**src/chirq_defs.svh**
```systemverilog
/*
 * Register offsets, field positions and reset values of the channel
 * interrupt aggregator. Assumes an 8-bit address and 8-bit data port.
 */
`ifndef CHIRQ_DEFS_SVH
`define CHIRQ_DEFS_SVH
`define CHIRQ_GATE_LOW_ADDR 8'h60
`define CHIRQ_SUMMARY_LOW_ADDR 8'h61
`define CHIRQ_GATE_HIGH_ADDR 8'he0
`define CHIRQ_SUMMARY_HIGH_ADDR 8'he1
`define CHIRQ_SRC_STATUS_LSN 4'h2
`define CHIRQ_GROUP_WIDTH 6
`define CHIRQ_GATE_RESET 6'h00
`define CHIRQ_RESERVED_READ 2'h0
`define CHIRQ_UNMAPPED_READ 8'h00
`define CHIRQ_RDATA_RESET 8'h00
`define CHIRQ_SUMMARY_RESET 1'b0
`define CHIRQ_INT_RESET 1'b0
`define CHIRQ_CHANNEL_FIELD_MSB 7
`define CHIRQ_CHANNEL_FIELD_LSB 4
`define CHIRQ_OFFSET_FIELD_MSB 3
`define CHIRQ_OFFSET_FIELD_LSB 0
`endif

```
**src/chirq_pkg.sv**
```systemverilog
/*
 * Types shared by the channel interrupt aggregator.
 * Assumes nothing beyond the definitions header.
 */
package chirq_pkg;
	typedef struct packed {
		logic rd;
		logic wr;
		logic [7:0] addr;
		logic [7:0] wdata;
	} host_req_s;
endpackage

```
**src/channel_irq_aggregator.sv**
```systemverilog
/*
 * Channel-level interrupt aggregation for a twelve channel line unit:
 * the per-channel pending summaries, the two channel gate registers and
 * the host interrupt pin.
 * Assumes a register port whose read and write strobes are one-cycle
 * pulses synchronous to MCLK_I, and per-channel levels that already
 * combine each channel's source-level status with its source-level enables.
 */

`include "chirq_defs.svh"

module channel_irq_aggregator #(
	parameter int CHANNELS = 12
) (
	input wire logic MCLK_I,
	input wire logic RST_N_I,
	input wire chirq_pkg::host_req_s HOST_REQ_I,
	input wire logic [CHANNELS-1:0] SRC_PENDING_I,
	output logic [7:0] RDATA_O,
	output logic [CHANNELS-1:0] SRC_STATUS_READ_O,
	output logic INT_N_O
);
	localparam int GW = `CHIRQ_GROUP_WIDTH;

	// Register port decode.
	logic [7:0] addr;
	logic rd_taken;
	logic wr_taken;
	logic hit_gate_low;
	logic hit_gate_high;
	logic hit_sum_low;
	logic hit_sum_high;
	logic hit_src_offset;
	logic hit_src_status;
	logic [3:0] src_channel;
	logic wr_gate_low;
	logic wr_gate_high;

	// Channel gate registers.
	logic [GW-1:0] gate_low_r;
	logic [GW-1:0] gate_low_nxt;
	logic [GW-1:0] gate_high_r;
	logic [GW-1:0] gate_high_nxt;
	logic [CHANNELS-1:0] gate_all_nxt;

	// Pending summaries.
	logic [CHANNELS-1:0] summary_r;
	logic [CHANNELS-1:0] summary_nxt;
	logic [CHANNELS-1:0] src_read;
	logic [CHANNELS-1:0] gated_pending;

	// Read path.
	logic [7:0] sum_low_word;
	logic [7:0] sum_high_word;
	logic [7:0] gate_low_word;
	logic [7:0] gate_high_word;
	logic [7:0] rdata_nxt;
	logic [7:0] rdata_r;

	// Interrupt pin.
	logic int_nxt;
	logic int_r;

	assign addr = HOST_REQ_I.addr;
	assign rd_taken = HOST_REQ_I.rd;
	assign wr_taken = HOST_REQ_I.wr;

	assign hit_gate_low = addr == `CHIRQ_GATE_LOW_ADDR;
	assign hit_gate_high = addr == `CHIRQ_GATE_HIGH_ADDR;
	assign hit_sum_low = addr == `CHIRQ_SUMMARY_LOW_ADDR;
	assign hit_sum_high = addr == `CHIRQ_SUMMARY_HIGH_ADDR;

	// The channel number sits in the upper nibble of the source status address.
	assign src_channel = addr[`CHIRQ_CHANNEL_FIELD_MSB:`CHIRQ_CHANNEL_FIELD_LSB];
	assign hit_src_offset =
		addr[`CHIRQ_OFFSET_FIELD_MSB:`CHIRQ_OFFSET_FIELD_LSB] == `CHIRQ_SRC_STATUS_LSN;
	assign hit_src_status = rd_taken && hit_src_offset;

	assign wr_gate_low = wr_taken && hit_gate_low;
	assign wr_gate_high = wr_taken && hit_gate_high;

	// Writes to any other address fall through untouched.
	assign gate_low_nxt = wr_gate_low ? HOST_REQ_I.wdata[GW-1:0] : gate_low_r;
	assign gate_high_nxt = wr_gate_high ? HOST_REQ_I.wdata[GW-1:0] : gate_high_r;

	// The pin follows the gate values being written, so a gate change
	// shows on the pin at the same edge as in the register.
	assign gate_all_nxt = {gate_high_nxt, gate_low_nxt};

	genvar ch;
	generate
		for (ch = 0; ch < CHANNELS; ch++) begin : g_ch
			assign src_read[ch] = hit_src_status && src_channel == 4'(ch);

			// A new event wins over a clearing read in the same cycle,
			// so an event arriving during the read is never lost.
			assign summary_nxt[ch] =
				SRC_PENDING_I[ch] | (summary_r[ch] & ~src_read[ch]);

			// Summaries of gated-off channels still set, so polling works.
			assign gated_pending[ch] = summary_nxt[ch] & gate_all_nxt[ch];
		end
	endgenerate

	assign int_nxt = |gated_pending;

	assign sum_low_word = {`CHIRQ_RESERVED_READ, summary_r[GW-1:0]};
	assign sum_high_word = {`CHIRQ_RESERVED_READ, summary_r[CHANNELS-1:GW]};
	assign gate_low_word = {`CHIRQ_RESERVED_READ, gate_low_r};
	assign gate_high_word = {`CHIRQ_RESERVED_READ, gate_high_r};

	// Source status registers live outside this block; reading them here
	// clears the summary and pulses SRC_STATUS_READ_O, and this read path returns the unmapped value.
	assign rdata_nxt =
		hit_sum_low ? sum_low_word :
		hit_sum_high ? sum_high_word :
		hit_gate_low ? gate_low_word :
		hit_gate_high ? gate_high_word :
		`CHIRQ_UNMAPPED_READ;

	always_ff @(posedge MCLK_I or negedge RST_N_I) begin
		if (!RST_N_I) begin
			gate_low_r <= `CHIRQ_GATE_RESET;
		end else begin
			gate_low_r <= gate_low_nxt;
		end
	end

	always_ff @(posedge MCLK_I or negedge RST_N_I) begin
		if (!RST_N_I) begin
			gate_high_r <= `CHIRQ_GATE_RESET;
		end else begin
			gate_high_r <= gate_high_nxt;
		end
	end

	always_ff @(posedge MCLK_I or negedge RST_N_I) begin
		if (!RST_N_I) begin
			summary_r <= {CHANNELS{`CHIRQ_SUMMARY_RESET}};
		end else begin
			summary_r <= summary_nxt;
		end
	end

	// Read data holds between reads so a slow host can take it late.
	always_ff @(posedge MCLK_I or negedge RST_N_I) begin
		if (!RST_N_I) begin
			rdata_r <= `CHIRQ_RDATA_RESET;
		end else if (rd_taken) begin
			rdata_r <= rdata_nxt;
		end
	end

	always_ff @(posedge MCLK_I or negedge RST_N_I) begin
		if (!RST_N_I) begin
			int_r <= `CHIRQ_INT_RESET;
		end else begin
			int_r <= int_nxt;
		end
	end

	assign RDATA_O = rdata_r;
	assign SRC_STATUS_READ_O = src_read;
	assign INT_N_O = ~int_r;
endmodule

```
**config.mk**
```make
export PLATFORM = sky130hd
export DESIGN_NAME = channel_irq_aggregator
export DESIGN_NICKNAME = d
export VERILOG_FILES = /design/src/chirq_pkg.sv /design/src/channel_irq_aggregator.sv
export VERILOG_INCLUDE_DIRS = /design/src
export SDC_FILE = /design/constraint.sdc
export NUM_CORES = 1
export LEC_CHECK = 0
export ABC_CLOCK_PERIOD_IN_PS = 4000
export BUFFER_PORTS_ARGS = -buffer_cell sky130_fd_sc_hd__buf_4
export CAP_MARGIN = 5
export CELL_PAD_IN_SITES_DETAIL_PLACEMENT = 0
export CELL_PAD_IN_SITES_GLOBAL_PLACEMENT = 1
export CORE_ASPECT_RATIO = 0.8
export CORE_MARGIN = 1
export CORE_UTILIZATION = 41
export CTS_CLUSTER_SIZE = 10
export DETAILED_ROUTE_END_ITERATION = 10
export PLACE_DENSITY = 0.87
export SETUP_SLACK_MARGIN = 0.5
export SLEW_MARGIN = 20
export SYNTH_ARGS = -nofsm -noshare
export SYNTH_HDL_FRONTEND = slang
export SYNTH_SLANG_ARGS = --single-unit
```
**constraint.sdc**
```tcl
create_clock -name MCLK_I -period 4 [get_ports MCLK_I]
set_clock_uncertainty 0.15 [all_clocks]
set_input_delay 0.8 -clock MCLK_I [delete_from_list [all_inputs] [get_ports MCLK_I]]
set_output_delay 0.8 -clock MCLK_I [all_outputs]
set_load 0.02 [all_outputs]
```
==> results.json <==
{
  "async_reset_ff_frac": 1.00,
  "finalHoldWorstSlack_ns": 0.295,
  "dieArea_mm2": 0.00448,
  "synthDistinctLibCells": 38,
  "ant_nets": 0,
  "initial_core_util": 0.440,
  "routed_wirelength_um": 4970,
  "clk_latency_ns": 0.28,
  "endpoint_kind": "output pin",
  "yosysMostFrequentCell": "nor2_1",
  "setup_viol": 0,
  "htreeDepth": 2,
  "wl_per_cell_um": 17.3,
  "power.internal_mw": 0.532,
  "synth-seq-cells": 31,
  "gr-total-overflow": 0,
  "syn_area_per_cell_um2": 9.35,
  "p_per_area_mw_per_mm2": 324,
  "crit_top_cell": "buf_4",
  "hold_path.class": "in2async",
  "peakVddDrop_uv": 124,
  "grt_max_degree": 32,
  "synth_edf_count": 0,
  "drc": 0,
  "crit_required_ns": 3.05,
  "r2r-start": "gate_low_r[4]",
  "finalCritPeriodShare": 0.776,
  "ctsResizeCount": 0,
  "post-cts-setup-buffer-count": 0,
  "pwr-share-clk": 0.375,
  "worst_pin_slew_ns": 0.543,
  "rr_endpoint": "int_r",
  "ys_warn_count": 0,
  "cp_slowest_cell": "or4_1",
  "syn2layout_area_growth_pct": 28.2,
  "clockBufferDepth": 2,
  "slowest_delay_ns": 0.61,
  "combPwrFrac": 0.159,
  "nFillCells": 364,
  "grt_pass1_vias": 1629,
  "power_switching_mw": 0.186,
  "cellLeakagePower_nw": 0.979,
  "worstSetupPathType": "in2out",
  "ys_top_cells_by_area": "dfrtp_1, a22oi_1, nor2_1, o31ai_1, nand2_1",
  "cts_sinks": 31,
  "finalWorstPathRequiredPeriod_ns": 3.10,
  "drv_slew": 0,
  "dp_hpwl_um": 3630,
  "start_kind": "primary input",
  "yosys_most_used_dff": "dfrtp_1",
  "pwr-share-seq": 0.466,
  "gr-usage-all-layers": 0.255,
  "outcome": "complete, no violations",
  "core_area_mm2": 0.00393,
  "synth_area_mm2": 0.00173,
  "vias": 1667,
  "fp.dieH_um": 60.1,
  "cts_tree": "built",
  "path_delay_family": "simple AND/OR/NAND/NOR gates",
  "syn_inst": 185,
  "final_nets": 264,
  "numPortBuffers": 48,
  "slew_headroom": 0.637,
  "reg2reg_depth": 3,
  "cp_num_buf_inv": 2,
  "clkTransAtPathRegs_ns": 0.06,
  "io_pins": 53,
  "worstPathArrival_ns": 2.15,
  "antenna_found_initial": 0,
  "vias_per_cell": 5.79,
  "maxCapViolCount": 0,
  "fmaxAchievable_mhz": 322,
  "swShare": 0.259,
  "grt_pass1_wl_um": 8150,
  "diodes": 0,
  "tns_ns": 0,
  "fp-row-count": 20,
  "hold_violations": 0,
  "hold_buffers": 0,
  "crit_fanout": 7,
  "gp_congestion": 0.864,
  "numCtsBuffers": 5,
  "yosys.area.top_type": "dfrtp_1",
  "crit_chain": "buf_4 > or4_1 > or2_2 > nor2_1 > buf_4",
  "synth_top_area_share": 0.449,
  "total_power_mw": 0.719,
  "rsz0062_at_grt": "false",
  "initialDrtViolationCount": 168,
  "cts-root-buf": "clkbuf_8",
  "drive_gt1_frac": 0.288,
  "fp.dieW_um": 74.6,
  "drt_first_pass_iters": 4,
  "r2r_slack_ns": 2.52,
  "yosysSeqAreaShare": 0.449,
  "netlist_top_cells_count": "nor2_1, dfrtp_1, a22oi_1"
}
per-layer routing:
| layer | up-vias | global-route usage | share of wire |
|---|---|---|---|
| met4 | 0 | 0.0997 | 0.020 |
| met5 | - | 0 | 0 |
| met3 | 9 | 0.0691 | 0.088 |
| li1 | 790 | - | - |
| met1 | 787 | 0.340 | 0.45 |
| met2 | 81 | 0.391 | 0.44 |
power groups by stage:
stage / Clock (mW) / Sequential, mW / Combinational, mW
3_3_place_gp: 0 / 0.339 / 0.115
4_1_cts: 0.273 / 0.334 / 0.115
2_1_floorplan: 0 / 0.344 / 0.0506
5_1_grt: 0.288 / 0.336 / 0.126
3_5_place_dp: 0 / 0.340 / 0.115
6_report: 0.270 / 0.335 / 0.115
cell type report:
type | count | area (um^2) | area share
sequential | 31 | 776 | 0.350
inverter | 8 | 30.0 | 0.0135
timing repair buffer | 49 | 368 | 0.166
multi-input combinational | 137 | 875 | 0.394
clock buffer | 8 | 100 | 0.0451
tap | 55 | 68.8 | 0.0310
cell families (layout without fill, tap and decap cells):
family | after synthesis | in the layout | synth area share
other cells | 1 | 2 | 0.00217
mux | 3 | 3 | 0.0195
simple gates | 82 | 82 | 0.250
compound gates | 50 | 50 | 0.232
buf+inv | 18 | 65 | 0.0478
flops | 31 | 31 | 0.449
metrics by stage:
| stage | worst slack, ns | cells | instance area, um^2 | utilization |
|---|---|---|---|---|
| floorplan | 1.08 | 186 | 1730 | - |
| global placement | 0.873 | 280 | 2120 | 0.539 |
| detailed placement | 0.900 | 280 | 2120 | 0.539 |
| CTS | 0.889 | 288 | 2220 | 0.564 |
| global route | 0.791 | 288 | 2220 | 0.564 |
| finish | 0.896 | 288 | 2220 | 0.564 |
cells in the final DEF, fill, tap and decap left out, types with 3 or more instances in the layout:
cell type,count
a21oi_1,5
a221oi_1,3
a22oi_1,18
a31oi_1,6
buf_4,49
clkbuf_8,7
dfrtp_1,31
inv_1,8
nand2_1,16
nand4_1,9
nor2_1,33
o31ai_1,11
or2_1,3
state kept, by name, summed over array words and instances (netlist names):
signal / cells
summary_r: 12
gate_low_r: 6
gate_high_r: 6
int_r: 1
RDATA_O: 6
how the worst max path moves through the flow:
stage	from	to	slack, ns	cells after the start
3_3_place_gp	HOST_REQ_I[17]	SRC_STATUS_READ_O[1]	0.87	5
5_1_grt	HOST_REQ_I[17]	SRC_STATUS_READ_O[3]	0.79	5
6_report	HOST_REQ_I[15]	SRC_STATUS_READ_O[3]	0.90	5
3_5_place_dp	HOST_REQ_I[15]	SRC_STATUS_READ_O[3]	0.90	5
4_1_cts	HOST_REQ_I[15]	SRC_STATUS_READ_O[3]	0.89	5
2_1_floorplan	HOST_REQ_I[15]	SRC_STATUS_READ_O[1]	1.08	3
(Power assumes the default switching activity.)
